<file path="src/verilog/timer_defines.svh">
`ifndef TIMER_DEFINES_SVH
`define TIMER_DEFINES_SVH

// Register byte offsets on the APB
`define OFS_MODE        8'h00
`define OFS_CTRL_ONE    8'h04
`define OFS_CTRL_TWO    8'h08
`define OFS_IO_ZERO     8'h0c
`define OFS_IO_ONE      8'h10
`define OFS_STATUS      8'h14
`define OFS_IRQ_EN      8'h18
`define OFS_COUNTER     8'h1c
`define OFS_GR_A        8'h20
`define OFS_GR_B        8'h24
`define OFS_GR_C        8'h28
`define OFS_GR_D        8'h2c

// Reset values
`define MODE_RST        8'h48
`define CTRL_ONE_RST    8'h00
`define CTRL_TWO_RST    8'h00
`define IO_ZERO_RST     8'h00
`define IO_ONE_RST      8'h08
`define COUNTER_RST     16'h0000
`define GR_RST          16'hffff

// Writable masks and fixed bits
`define MODE_WMASK      8'hb8
`define MODE_FIXED      8'h40
`define CTRL_ONE_WMASK  8'h87
`define CTRL_TWO_WMASK  8'h01
`define IO_ZERO_WMASK   8'h77
`define IO_ONE_WMASK    8'h7f

// Field positions
`define MODE_RUN_BIT    7
`define MODE_RSV_BIT    6
`define MODE_BUFB_BIT   5
`define MODE_BUFA_BIT   4
`define MODE_PWM_BIT    3
`define CTRL_ONE_CLR    7
`define CTRL_ONE_SEL    2:0
`define CTRL_TWO_STOP   0
`define IO_LO_FN_BIT    2
`define IO_HI_FN_BIT    6
`define IO_LO_ACT       1:0
`define IO_HI_ACT       5:4
`define IO_C_PIN_BIT    3
`define STAT_OVF_BIT    7
`define STAT_MATCH      3:0

`endif

</file>
<file path="src/verilog/timer_pkg.sv">
package timer_pkg;

  typedef enum logic [2:0] {
    CLK_DIV1  = 3'h0,
    CLK_DIV2  = 3'h1,
    CLK_DIV4  = 3'h2,
    CLK_DIV8  = 3'h3,
    CLK_DIV32 = 3'h4
  } clk_sel_e;

  typedef enum logic [1:0] {
    ACT_NONE   = 2'h0,
    ACT_LOW    = 2'h1,
    ACT_HIGH   = 2'h2,
    ACT_TOGGLE = 2'h3
  } out_action_e;

  typedef logic [15:0] count_t;

endpackage : timer_pkg

</file>
<file path="src/verilog/timer_capture_compare.sv">
`timescale 1ns/1ps
`include "timer_defines.svh"

// Overview of operation
// Counter runs only while run bit set
// Paired-PWM stop-on-match clears run bit
// Mode bit 6 reads one, ignores writes
// Buffer select B makes D buffer B
// Buffer select A makes C buffer A
// Paired-PWM mode overrides I/O control settings
// Sixteen-bit up-counter, prescaled, resets to zero
// Clear-on-match zeroes counter at match A
// Wrap sets overflow flag, optional interrupt
// Software uses whole words for counter, registers
// Compare equality sets match flag, interrupt
// Capture edge loads counter, sets flag
// Buffered compare A reloads from C
// General registers reset to all ones
// Match fires when counter leaves equal value
// Match drives selected level on pin
// C pin select chooses pin A or C
// C function selects compare or capture
// C actions: none, low, high, toggle
// C capture edges: rising, falling, both
// Buffer pair shares same function setting
// Flag clears by zero write after read

module timer_capture_compare (
  // Clock and reset
  input  wire logic        clk,
  input  wire logic        rst_b,
  // APB slave
  input  wire logic        psel,
  input  wire logic        penable,
  input  wire logic        pwrite,
  input  wire logic [7:0]  paddr,
  input  wire logic [31:0] pwdata,
  output logic      [31:0] prdata,
  output logic             pready,
  output logic             pslverr,
  // Timer pins
  input  wire logic        timer_pin_a_in,
  output logic             timer_pin_a_out,
  output logic             timer_pin_a_oe,
  input  wire logic        timer_pin_b_in,
  output logic             timer_pin_b_out,
  output logic             timer_pin_b_oe,
  input  wire logic        timer_pin_c_in,
  output logic             timer_pin_c_out,
  output logic             timer_pin_c_oe,
  input  wire logic        timer_pin_d_in,
  output logic             timer_pin_d_out,
  output logic             timer_pin_d_oe,
  // Interrupt request
  output logic             irq_req
);
  import timer_pkg::*;

  ////////////////////////////////////////////////////////////////////////////////
  // Declarations

  logic [7:0]  mode_reg;
  logic [7:0]  ctrl_one_reg;
  logic [7:0]  ctrl_two_reg;
  logic [7:0]  io_zero_reg;
  logic [7:0]  io_one_reg;
  logic [4:0]  irq_en_reg;
  logic [4:0]  flag_reg;
  logic [4:0]  seen_reg;
  count_t      cnt_reg;
  count_t      gr_reg [0:3];
  logic [31:0] rd_next;
  logic        rd_hit;
  logic [3:0]  pin_next;
  logic [3:0]  oe_next;
  logic        access;
  logic        wr_en;
  logic        rd_en;
  logic        wr_cnt;
  logic        wr_mode;
  logic        wr_stat;
  logic        rd_stat;
  logic [3:0]  wr_gr;
  logic        tick;
  logic        run;
  logic        paired_on;
  logic        c_on_pin_c;
  logic        stop_evt;
  logic        ovf_evt;
  logic [3:0]  fn;
  logic [1:0]  act [0:3];
  logic [3:0]  buffered;
  logic [3:0]  is_cap;
  logic [3:0]  rise;
  logic [3:0]  fall;
  logic [3:0]  edge_hit;
  logic [3:0]  cmp_evt;
  logic [3:0]  cap_evt;
  logic [4:0]  ev;
  logic [4:0]  clr;
  logic [3:0]  pin_in;

  ////////////////////////////////////////////////////////////////////////////////
  // APB decode

  assign access  = psel & penable;
  assign wr_en   = access & pready & pwrite;
  assign rd_en   = access & pready & ~pwrite;
  assign wr_cnt  = wr_en & (paddr == `OFS_COUNTER);
  assign wr_mode = wr_en & (paddr == `OFS_MODE);
  assign wr_stat = wr_en & (paddr == `OFS_STATUS);
  assign rd_stat = rd_en & (paddr == `OFS_STATUS);
  assign wr_gr   = {wr_en & (paddr == `OFS_GR_D), wr_en & (paddr == `OFS_GR_C),
                    wr_en & (paddr == `OFS_GR_B), wr_en & (paddr == `OFS_GR_A)};

  always_comb begin
    rd_hit  = 1'b1;
    rd_next = 32'h0000_0000;
    case (paddr)
      `OFS_MODE:     rd_next[7:0]  = mode_reg | `MODE_FIXED;
      `OFS_CTRL_ONE: rd_next[7:0]  = ctrl_one_reg;
      `OFS_CTRL_TWO: rd_next[7:0]  = ctrl_two_reg;
      `OFS_IO_ZERO:  rd_next[7:0]  = io_zero_reg;
      `OFS_IO_ONE:   rd_next[7:0]  = io_one_reg;
      `OFS_STATUS:   rd_next[7:0]  = {flag_reg[4], 3'h0, flag_reg[3:0]};
      `OFS_IRQ_EN:   rd_next[7:0]  = {irq_en_reg[4], 3'h0, irq_en_reg[3:0]};
      `OFS_COUNTER:  rd_next[15:0] = cnt_reg;
      `OFS_GR_A:     rd_next[15:0] = gr_reg[0];
      `OFS_GR_B:     rd_next[15:0] = gr_reg[1];
      `OFS_GR_C:     rd_next[15:0] = gr_reg[2];
      `OFS_GR_D:     rd_next[15:0] = gr_reg[3];
      default:       rd_hit        = 1'b0;
    endcase
  end

  // One wait state so read data leaves a flop
  always_ff @(posedge clk or negedge rst_b) begin
    if (!rst_b) begin
      pready  <= 1'b0;
      pslverr <= 1'b0;
      prdata  <= 32'h0000_0000;
    end else begin
      pready  <= access & ~pready;
      pslverr <= access & ~pready & ~rd_hit;
      if (access & ~pready & ~pwrite) begin
        prdata <= rd_next;
      end
    end
  end

  ////////////////////////////////////////////////////////////////////////////////
  // Control registers

  assign run        = mode_reg[`MODE_RUN_BIT];
  assign paired_on  = ~mode_reg[`MODE_PWM_BIT];
  assign c_on_pin_c = io_one_reg[`IO_C_PIN_BIT];
  assign stop_evt   = paired_on & ctrl_two_reg[`CTRL_TWO_STOP] & (|cmp_evt);

  always_ff @(posedge clk or negedge rst_b) begin
    if (!rst_b) begin
      mode_reg <= `MODE_RST;
    end else if (wr_mode) begin
      mode_reg <= (pwdata[7:0] & `MODE_WMASK) | `MODE_FIXED; // see
    end else if (stop_evt) begin
      mode_reg[`MODE_RUN_BIT] <= 1'b0;
    end
  end

  always_ff @(posedge clk or negedge rst_b) begin
    if (!rst_b) begin
      ctrl_one_reg <= `CTRL_ONE_RST;
      ctrl_two_reg <= `CTRL_TWO_RST;
      io_zero_reg  <= `IO_ZERO_RST;
      io_one_reg   <= `IO_ONE_RST;
      irq_en_reg   <= 5'h00;
    end else if (wr_en) begin
      case (paddr)
        `OFS_CTRL_ONE: ctrl_one_reg <= pwdata[7:0] & `CTRL_ONE_WMASK;
        `OFS_CTRL_TWO: ctrl_two_reg <= pwdata[7:0] & `CTRL_TWO_WMASK;
        `OFS_IO_ZERO:  io_zero_reg  <= pwdata[7:0] & `IO_ZERO_WMASK;
        `OFS_IO_ONE:   io_one_reg   <= pwdata[7:0] & `IO_ONE_WMASK;
        `OFS_IRQ_EN:   irq_en_reg   <= {pwdata[`STAT_OVF_BIT], pwdata[`STAT_MATCH]};
        default:       ;
      endcase
    end
  end

  ////////////////////////////////////////////////////////////////////////////////
  // Channel decode and events

  prescaler u_prescaler (
    .clk   (clk),
    .rst_b (rst_b),
    .sel   (clk_sel_e'(ctrl_one_reg[`CTRL_ONE_SEL])),
    .tick  (tick)
  );

  assign pin_in = {timer_pin_d_in, timer_pin_c_in, timer_pin_b_in, timer_pin_a_in};

  genvar g;
  generate
    for (g = 0; g < 4; g++) begin : g_edge
      pin_edge u_edge (
        .clk    (clk),
        .rst_b  (rst_b),
        .pin_in (pin_in[g]),
        .rise   (rise[g]),
        .fall   (fall[g])
      );
    end
  endgenerate

  assign fn       = {io_one_reg[`IO_HI_FN_BIT], io_one_reg[`IO_LO_FN_BIT],
                     io_zero_reg[`IO_HI_FN_BIT], io_zero_reg[`IO_LO_FN_BIT]};
  assign act[0]   = io_zero_reg[`IO_LO_ACT];
  assign act[1]   = io_zero_reg[`IO_HI_ACT];
  assign act[2]   = io_one_reg[`IO_LO_ACT];
  assign act[3]   = io_one_reg[`IO_HI_ACT];
  assign buffered = {mode_reg[`MODE_BUFB_BIT], mode_reg[`MODE_BUFA_BIT], 2'b00}; // see

  always_comb begin
    for (int i = 0; i < 4; i++) begin
      // Paired-PWM forces every channel to compare
      is_cap[i]   = ~paired_on & fn[i];
      edge_hit[i] = act[i][1] ? (rise[i] | fall[i]) : (act[i][0] ? fall[i] : rise[i]);
      // Fire on the count edge that leaves the equal value
      cmp_evt[i]  = run & tick & (cnt_reg == gr_reg[i]) & ~is_cap[i] & ~buffered[i]; // see
      cap_evt[i]  = is_cap[i] & ~buffered[i] & edge_hit[i];
    end
    // Register C only captures when it owns pin C
    is_cap[2]  = ~paired_on & fn[2] & c_on_pin_c; // see
    cmp_evt[2] = run & tick & (cnt_reg == gr_reg[2]) & ~is_cap[2] & ~buffered[2];
    cap_evt[2] = is_cap[2] & ~buffered[2] & edge_hit[2];
  end

  assign ovf_evt = run & tick & (cnt_reg == 16'hffff) & ~(cmp_evt[0] & ctrl_one_reg[`CTRL_ONE_CLR]) & ~wr_cnt;

  ////////////////////////////////////////////////////////////////////////////////
  // Counter and general registers

  always_ff @(posedge clk or negedge rst_b) begin
    if (!rst_b) begin
      cnt_reg <= `COUNTER_RST;
    end else if (wr_cnt) begin
      cnt_reg <= pwdata[15:0];
    end else if (run & tick) begin
      if (cmp_evt[0] & ctrl_one_reg[`CTRL_ONE_CLR]) begin
        cnt_reg <= `COUNTER_RST;
      end else begin
        cnt_reg <= cnt_reg + 16'h0001;
      end
    end
  end

  // Hardware loads land after software writes, so they win
  always_ff @(posedge clk or negedge rst_b) begin
    if (!rst_b) begin
      for (int i = 0; i < 4; i++) begin
        gr_reg[i] <= `GR_RST;
      end
    end else begin
      for (int i = 0; i < 4; i++) begin
        if (wr_gr[i]) begin
          gr_reg[i] <= pwdata[15:0];
        end
        if (cap_evt[i]) begin
          gr_reg[i] <= cnt_reg;
        end
      end
      for (int i = 0; i < 2; i++) begin
        if (buffered[i+2] & cap_evt[i]) begin
          gr_reg[i+2] <= gr_reg[i]; // see
        end
        if (buffered[i+2] & cmp_evt[i]) begin
          gr_reg[i] <= gr_reg[i+2];
        end
      end
    end
  end

  ////////////////////////////////////////////////////////////////////////////////
  // Flags and interrupt

  assign ev  = {ovf_evt, cmp_evt | cap_evt}; // see
  assign clr = wr_stat ? (seen_reg & ~{pwdata[`STAT_OVF_BIT], pwdata[`STAT_MATCH]}) : 5'h00;

  always_ff @(posedge clk or negedge rst_b) begin
    if (!rst_b) begin
      flag_reg <= 5'h00;
      seen_reg <= 5'h00;
      irq_req  <= 1'b0;
    end else begin
      // An event in the clearing cycle keeps the flag set
      flag_reg <= (flag_reg & ~clr) | ev;
      if (rd_stat) begin
        seen_reg <= seen_reg | {prdata[`STAT_OVF_BIT], prdata[`STAT_MATCH]};
      end else begin
        seen_reg <= seen_reg & ~clr;
      end
      irq_req <= |(flag_reg & irq_en_reg); // see
    end
  end

  ////////////////////////////////////////////////////////////////////////////////
  // Compare outputs

  always_comb begin
    int tgt;
    tgt      = 0;
    pin_next = {timer_pin_d_out, timer_pin_c_out, timer_pin_b_out, timer_pin_a_out};
    if (paired_on) begin
      // Paired-PWM: B rises on match B, falls on match A
      if (cmp_evt[0]) begin
        pin_next[1] = 1'b0;
      end
      if (cmp_evt[1]) begin
        pin_next[1] = 1'b1;
      end
    end else begin
      for (int i = 0; i < 4; i++) begin
        tgt = ((i == 2) && !c_on_pin_c) ? 0 : i;
        if (cmp_evt[i]) begin
          case (out_action_e'(act[i]))
            ACT_LOW:    pin_next[tgt] = 1'b0; // see
            ACT_HIGH:   pin_next[tgt] = 1'b1;
            ACT_TOGGLE: pin_next[tgt] = ~pin_next[tgt];
            default:    ;
          endcase
        end
      end
    end
    oe_next = paired_on ? 4'b0010 : ~is_cap & {1'b1, c_on_pin_c, 2'b11};
  end

  always_ff @(posedge clk or negedge rst_b) begin
    if (!rst_b) begin
      {timer_pin_d_out, timer_pin_c_out, timer_pin_b_out, timer_pin_a_out} <= 4'h0;
      {timer_pin_d_oe, timer_pin_c_oe, timer_pin_b_oe, timer_pin_a_oe}     <= 4'h0;
    end else begin
      {timer_pin_d_out, timer_pin_c_out, timer_pin_b_out, timer_pin_a_out} <= pin_next;
      {timer_pin_d_oe, timer_pin_c_oe, timer_pin_b_oe, timer_pin_a_oe}     <= oe_next;
    end
  end
endmodule : timer_capture_compare

</file>
<file path="src/verilog/pin_edge.sv">
`timescale 1ns/1ps

module pin_edge (
  // Clock and reset
  input  wire logic clk,
  input  wire logic rst_b,
  // Pin and edges
  input  wire logic pin_in,
  output logic      rise,
  output logic      fall
);

  logic sync1_reg;
  logic sync2_reg;
  logic last_reg;

  // Two flops before anything looks at the pin
  always_ff @(posedge clk or negedge rst_b) begin
    if (!rst_b) begin
      sync1_reg <= 1'b0;
      sync2_reg <= 1'b0;
      last_reg  <= 1'b0;
    end else begin
      sync1_reg <= pin_in;
      sync2_reg <= sync1_reg;
      last_reg  <= sync2_reg;
    end
  end

  assign rise = sync2_reg & ~last_reg;
  assign fall = ~sync2_reg & last_reg;

endmodule : pin_edge

</file>
<file path="src/verilog/prescaler.sv">
`timescale 1ns/1ps

module prescaler (
  // Clock and reset
  input  wire logic               clk,
  input  wire logic               rst_b,
  // Rate select and count tick
  input  wire timer_pkg::clk_sel_e sel,
  output logic                    tick
);
  import timer_pkg::*;

  logic [4:0] div_reg;

  always_ff @(posedge clk or negedge rst_b) begin
    if (!rst_b) begin
      div_reg <= 5'h00;
    end else begin
      div_reg <= div_reg + 5'h01;
    end
  end

  // Unused codes fall back to the slowest rate
  always_comb begin
    case (sel)
      CLK_DIV1: tick = 1'b1;
      CLK_DIV2: tick = div_reg[0];
      CLK_DIV4: tick = &div_reg[1:0];
      CLK_DIV8: tick = &div_reg[2:0];
      default:  tick = &div_reg;
    endcase
  end

endmodule : prescaler

</file>
<file path="config.mk">
export PLATFORM = sky130hd
export DESIGN_NAME = timer_capture_compare
export DESIGN_NICKNAME = d
export VERILOG_FILES = /design/src/verilog/timer_pkg.sv /design/src/verilog/timer_capture_compare.sv /design/src/verilog/pin_edge.sv /design/src/verilog/prescaler.sv
export VERILOG_INCLUDE_DIRS = /design/src /design/src/verilog
export SDC_FILE = /design/constraint.sdc
export NUM_CORES = 1
export LEC_CHECK = 0
export ABC_AREA = 0
export BUFFER_PORTS_ARGS = -buffer_cell sky130_fd_sc_hd__clkbuf_2
export CAP_MARGIN = 20
export CORE_ASPECT_RATIO = 1.5
export CORE_MARGIN = 2
export CORE_UTILIZATION = 30
export DETAILED_ROUTE_END_ITERATION = 16
export SYNTH_ARGS = -nofsm -noshare
export SYNTH_HDL_FRONTEND = slang
export SYNTH_SLANG_ARGS = --single-unit
</file>
<file path="constraint.sdc">
create_clock -name clk -period 3.2 [get_ports clk]
set_input_delay 0.64 -clock clk [delete_from_list [all_inputs] [get_ports clk]]
set_output_delay 0.64 -clock clk [all_outputs]
set_load 0.01 [all_outputs]
</file>
; Word level (Yosys, flattened, before mapping)
; Cells that the tools add are included.
[totals]
regBits = 161
output_inout_bits = 43
wordCells = 248
in_bits = 49
[op_classes]
mux = 53
eq_ne = 33
order_cmp = 2
bitwise_logic = 97
n_reduce_logical = 22
n_addsub = 2
[op_table]
columns = op, count
row1 = $mux W16, 15
row2 = $pmux W8 S12, 1
row3 = $eq A16 B16 Y1, 4
row4 = $and A1 B1 Y1, 55
row5 = $pmux W8 S5, 1
row6 = $eq A8 B5 Y1 const B, 4
row7 = $eq A8 B6 Y1 const B, 4
row8 = $not A1 Y1, 24
row9 = $mux W1, 22
row10 = $and A5 B5 Y5, 4
row11 = $add A16 B1 Y16 const B, 1
row12 = $eq A16 B16 Y1 const B, 1
row13 = $eq A2 B2 Y1 const B, 8
row14 = $eq A8 B4 Y1 const B, 2
row15 = $reduce_bool A3 Y1, 5
row16 = $mux W4, 3
row17 = $pmux W4 S3, 1
row18 = $reduce_and A2 Y1, 6
row19 = $reduce_or A12 Y1, 1
row20 = $mux W5, 2
row21 = $not A5 Y5, 2
row22 = $or A5 B5 Y5, 2
row23 = $pmux W1 S3, 3
row24 = $and A4 B4 Y4, 2
row25 = 25 further kinds, 36

; Logic depth before layout (Yosys ltp)
[depth]
word_depth = 18
mapped_depth = 10

; Cells and area by module
; From an unflattened synthesis, not the netlist that was laid out.
[hier_totals]
cells_unflattened = 1022
area_unflattened_um2 = 10177.3
[modules_own_cells]
columns = mod, seq_area_each_um2, cells_each, area_per_inst_um2, n_inst
row1 = timer_capture_compare, 3686.0, 986, 9593.0, 1
row2 = pin_edge, 75.1, 5, 90.1, 4
row3 = prescaler, 125.1, 16, 224.0, 1

; Least setup slack after synthesis
; OpenSTA, ideal clock, no wires.
[synth_timing]
path_kind = input to register
start = input paddr[5]
end = register cnt_reg[5]
arrival_ns = 2.548
slack_ns = 0.526
path_stages = 8
setup_ns = 0.126
n_path_buf = 3
required_ns = 3.074
cell_sequence = clkbuf_1 > or4b_2 > nor3_1 > buf_2 > or2_2 > buf_2 > o21ai_0 > a221o_1
[synth_via]
elab_chain_cells = 3
elab_cells_between_ends = 4
cone_classes = eq/ne (1) / mux (1) / bitwise (1) / reduce/logical (1)
[synth_rtl]
columns = element, line_no
row1 = from (decl), timer_capture_compare.sv:36  ; input wire logic [7:0] paddr,
row2 = $eq A8 B5 Y1 *, -
row3 = $and A1 B1 Y1 *, timer_capture_compare.sv:109  ; assign wr_cnt = wr_en & (paddr == `OFS_COUNTER);
row4 = $mux W16 / $reduce_bool A2 Y1 (equally long branches), -
row5 = to (signal assigned), timer_capture_compare.sv:243  ; cnt_reg <= `COUNTER_RST;
row6 = to (signal assigned), timer_capture_compare.sv:245  ; cnt_reg <= pwdata[15:0];
row7 = to (signal assigned), timer_capture_compare.sv:248  ; cnt_reg <= `COUNTER_RST;
row8 = to (decl), timer_capture_compare.sv:70  ; count_t cnt_reg;
; Mark *: on every way between the ends. The rest lies on a longest branch, timed or not.
; A chain may end at the register's enable or synchronous reset.

; Worst setup path after layout
[layout_timing]
start = register u_prescaler.div_reg[0]
end = register gr_reg[40] in the netlist's numbering
[layout_via]
elab_chain_cells = 7
elab_cells_between_ends = 10
cone_classes = mux (2) / bitwise (4) / reduce/logical (4)
[layout_rtl]
columns = element, line_no
row1 = from (decl), prescaler.sv:13  ; logic [4:0] div_reg;
row2 = from (signal assigned), prescaler.sv:19  ; div_reg <= div_reg + 5'h01;
row3 = "$reduce_and A5 Y1, or another cell as far along", prescaler.sv:30  ; default: tick = &div_reg;
row4 = $pmux W1 S4 *, prescaler.sv:25  ; case (sel)
row5 = $and A1 B1 Y1 * (3 in series), timer_capture_compare.sv:227  ; cmp_evt[i] = run & tick & (cnt_reg == gr_reg[i]) & ~is_cap[i] & ~buffered[i];
row6 = $and A1 B1 Y1 *, timer_capture_compare.sv:274  ; if (buffered[i+2] & cmp_evt[i]) begin
row7 = $reduce_bool A3 Y1 (no line) / $mux W16 (equally long branches), -
row8 = "to (signal, indexed assignment)", timer_capture_compare.sv:267  ; gr_reg[i] <= cnt_reg;
row9 = "to (signal, indexed assignment)", timer_capture_compare.sv:272  ; gr_reg[i+2] <= gr_reg[i];
row10 = "to (signal, indexed assignment)", timer_capture_compare.sv:275  ; gr_reg[i] <= gr_reg[i+2];
row11 = to (decl), timer_capture_compare.sv:71  ; count_t gr_reg [0:3];
; Marked as above.

==> results.json <==
{
  "wl_met3_um": 1770,
  "cp_slowest_stage_delay_ns": 0.51,
  "numClockSinks": 161,
  "io_buffers": 59,
  "clk_pin_slew_ns": 0.07,
  "grt_max_degree": 67,
  "met2_length_um": 17500,
  "diodes": 0,
  "start_util_pct": 30.6,
  "drt-total-wl_um": 34300,
  "endpoint_kind": "register",
  "cp_slowest_cell": "or4b_4",
  "setup_ws_ns": 0.393,
  "m1WireLength_um": 13100,
  "fin_worst_skew_ns": 0.0137,
  "tightestPinTransition_ns": 0.792,
  "ys_ff_latch": 161,
  "num_rows": 80,
  "slew_headroom_pct": 46.5,
  "ys_seq_area_share_pct": 42.1,
  "dr.pass1.iters": 6,
  "core_area_um2": 31900,
  "setup_viol": 0,
  "cts_buffer_depth": 2,
  "via_count": 8452,
  "numCtsBuffers": 17,
  "ant_nets": 0,
  "finalHoldViolations": 0,
  "place_ws_ns": 0.281,
  "path_cells": "ha_1 -> and3_1 -> ha_1 -> o211a_1 -> nand3_1 -> or4b_4 -> nor4_4 -> buf_4 -> mux2_2",
  "min_period_over_period_pct": 87.7,
  "syn_avg_cell_area_um2": 9.42,
  "worstPathArrival_ns": 3.18,
  "max_freq_ghz": 0.356,
  "yosys.area.top_type": "dfrtp_1",
  "fin_nets": 1159,
  "largest_reg_flops": 64,
  "root_buffer": "clkbuf_16",
  "io_pins": 92,
  "final_common_cell": "nand2_1",
  "maxCapViolations": 0,
  "routed.top_layer": "met4",
  "gp_congestion": 0.991,
  "area_growth_pct": 17.0,
  "max-vdd-ir-drop_v": 0.000318,
  "die-width_um": 151,
  "syn_area_um2": 9760,
  "maxSlewViolCount": 0,
  "grt_overflow": 0,
  "final_util_pct": 35.8,
  "track_usage_pct": 20.5,
  "dieArea_um2": 34000,
  "drc": 0,
  "initialDrtViolationCount": 768,
  "reg2reg_from": "u_prescaler.div_reg[0]",
  "synth_top_area_share_pct": 24.4,
  "synth_area_leaders": "dfrtp_1 (24%), dfstp_2 (18%), mux2i_1 (6.6%), mux2_2 (6.5%), o21ai_0 (4.9%)",
  "viasPerCell": 5.56,
  "powerDensity_nw_per_um2": 414,
  "fillers": 3253,
  "postLayoutCellArea_um2": 11400,
  "final_cell_mix": "nand2_1 (120), o21ai_0 (96), dfrtp_1 (95)",
  "synth.distinct_cells": 66,
  "placed_cell_area_um2": 10800,
  "leakage_nw": 4.97,
  "grt_pass1_wl_um": 51400,
  "r2r_end": "gr_reg[40]",
  "worstSetupPathType": "register to register",
  "async_flop_share_pct": 100,
  "cts_tree": "done",
  "post-dp-hpwl_um": 25400,
  "hold_ws_ns": 0.183,
  "wl_per_cell_um": 22.6,
  "yosys_warnings": 0,
  "layout-drive-gt1-share_pct": 27.1,
  "antenna_found_initial": 0,
  "startpoint_type": "register",
  "fin_crit_ns": 2.81,
  "syn_inst": 1036,
  "cts_hold_buf": 0,
  "synth_ff_type": "dfrtp_1",
  "fin_tns_setup_ns": 0,
  "reg2reg_depth": 9,
  "rsz0062_at_grt": "no",
  "status": "complete, no violations",
  "critPathMostFrequentCell": "ha_1",
  "cts_setup_buffers": 0,
  "insertion_delay_ns": 0.45,
  "cts_resized": 0,
  "h-tree-depth": 4,
  "dieHeight_um": 225,
  "synth-edff-count": 0,
  "reg2reg_slack_ns": 0.39,
  "hold_path_class": "input port to asynchronous set/reset pin",
  "grt_pass1_vias": 8256,
  "required_ns": 3.57,
  "worstPathMaxFanout": 16
}
## worst max-delay path: cells and delay by family, from the launching register on
family                   cells  cell delay (ns)
flip-flops                   1             0.36
multiplexers                 1             0.37
AND/OR/NAND/NOR              4             1.07
AO/OA/AOI/OAI                1             0.29
adder cells (fa/ha/maj)      2             0.34
buffers and inverters        1             0.30
## cells by family (layout without fill, tap and decap cells)
family | after synthesis | in the layout | share of synthesized area (%)
other | 1 | 16 | 0.0384
XOR/XNOR | 65 | 65 | 5.83
adder cells (fa/ha/maj) | 14 | 14 | 1.79
AO/OA/AOI/OAI | 249 | 249 | 16.5
flip-flops | 161 | 161 | 42.1
buffers and inverters | 121 | 179 | 5.54
AND/OR/NAND/NOR | 305 | 305 | 15.2
multiplexers | 120 | 120 | 13.0
## through the flow
| stage | total power, W | cells |
|---|---|---|
| 5_1_grt | 0.00489 | 1519 |
| 4_1_cts | 0.00477 | 1518 |
| 2_1_floorplan | 0.00244 | 1051 |
| 3_5_place_dp | 0.00264 | 1486 |
| 6_report | 0.00473 | 1519 |
| 3_3_place_gp | 0.00263 | 1485 |
## where the power goes
part | total (W) | internal (W) | switching, W
Combinational | 0.000386 | 0.000144 | 0.000243
Clock | 0.00211 | 0.00120 | 0.000912
Sequential | 0.00223 | 0.00214 | 0.0000893
## area by class of cell
type                       instances  area [µm²]  share of cell area [%]
timing repair buffer             126         858                    7.52
multi-input combinational        769        5260                    46.0
sequential                       161        4110                    36.0
tap                              410         513                    4.49
inverter                          21        78.8                   0.690
clock inverter                    13         150                    1.31
clock buffer                      19         453                    3.97
## synth_stat cells (3+ instances only)
library cell / instances
buf_1: 9
and3_1: 12
nor2_1: 73
inv_1: 21
a22oi_1: 27
a21oi_1: 43
a31oi_1: 10
o22ai_1: 4
and4_1: 5
o221ai_1: 3
o21ai_0: 96
a2111oi_0: 3
and2_1: 4
nand3_1: 17
a22o_1: 4
nor4_1: 11
a21o_1: 3
mux2i_1: 64
a222oi_1: 13
xnor2_1: 38
buf_2: 9
o2111ai_1: 5
nor4b_1: 4
nor3_1: 13
ha_1: 14
nor3b_1: 11
nand4_1: 16
xor2_1: 27
clkbuf_1: 64
nand2_1: 120
o211ai_1: 3
a221o_1: 13
dfstp_2: 66
o31ai_1: 6
mux2_2: 56
buf_4: 16
dfrtp_1: 95
## metal layers
| metal | global-route usage (%) | vias to the layer above |
|---|---|---|
| met3 | 3.28 | 96 |
| met5 | 0 | - |
| met4 | 11.1 | 0 |
| met2 | 35.6 | 359 |
| li1 | - | 3839 |
| met1 | 24.0 | 4158 |
## how the worst max path moves through the flow
stage                                 from          to  slack [ns]  cells past startpoint
CTS                 u_prescaler.div_reg[0]  gr_reg[40]        0.38                      9
finish              u_prescaler.div_reg[0]  gr_reg[40]        0.39                      9
floorplan                         paddr[5]  cnt_reg[5]        0.53                      8
global placement                  paddr[2]   prdata[5]        0.03                      7
detailed placement                paddr[5]   prdata[4]        0.28                      8
global route        u_prescaler.div_reg[0]  gr_reg[40]        0.26                      9
Power figures use the tool's default switching activity.
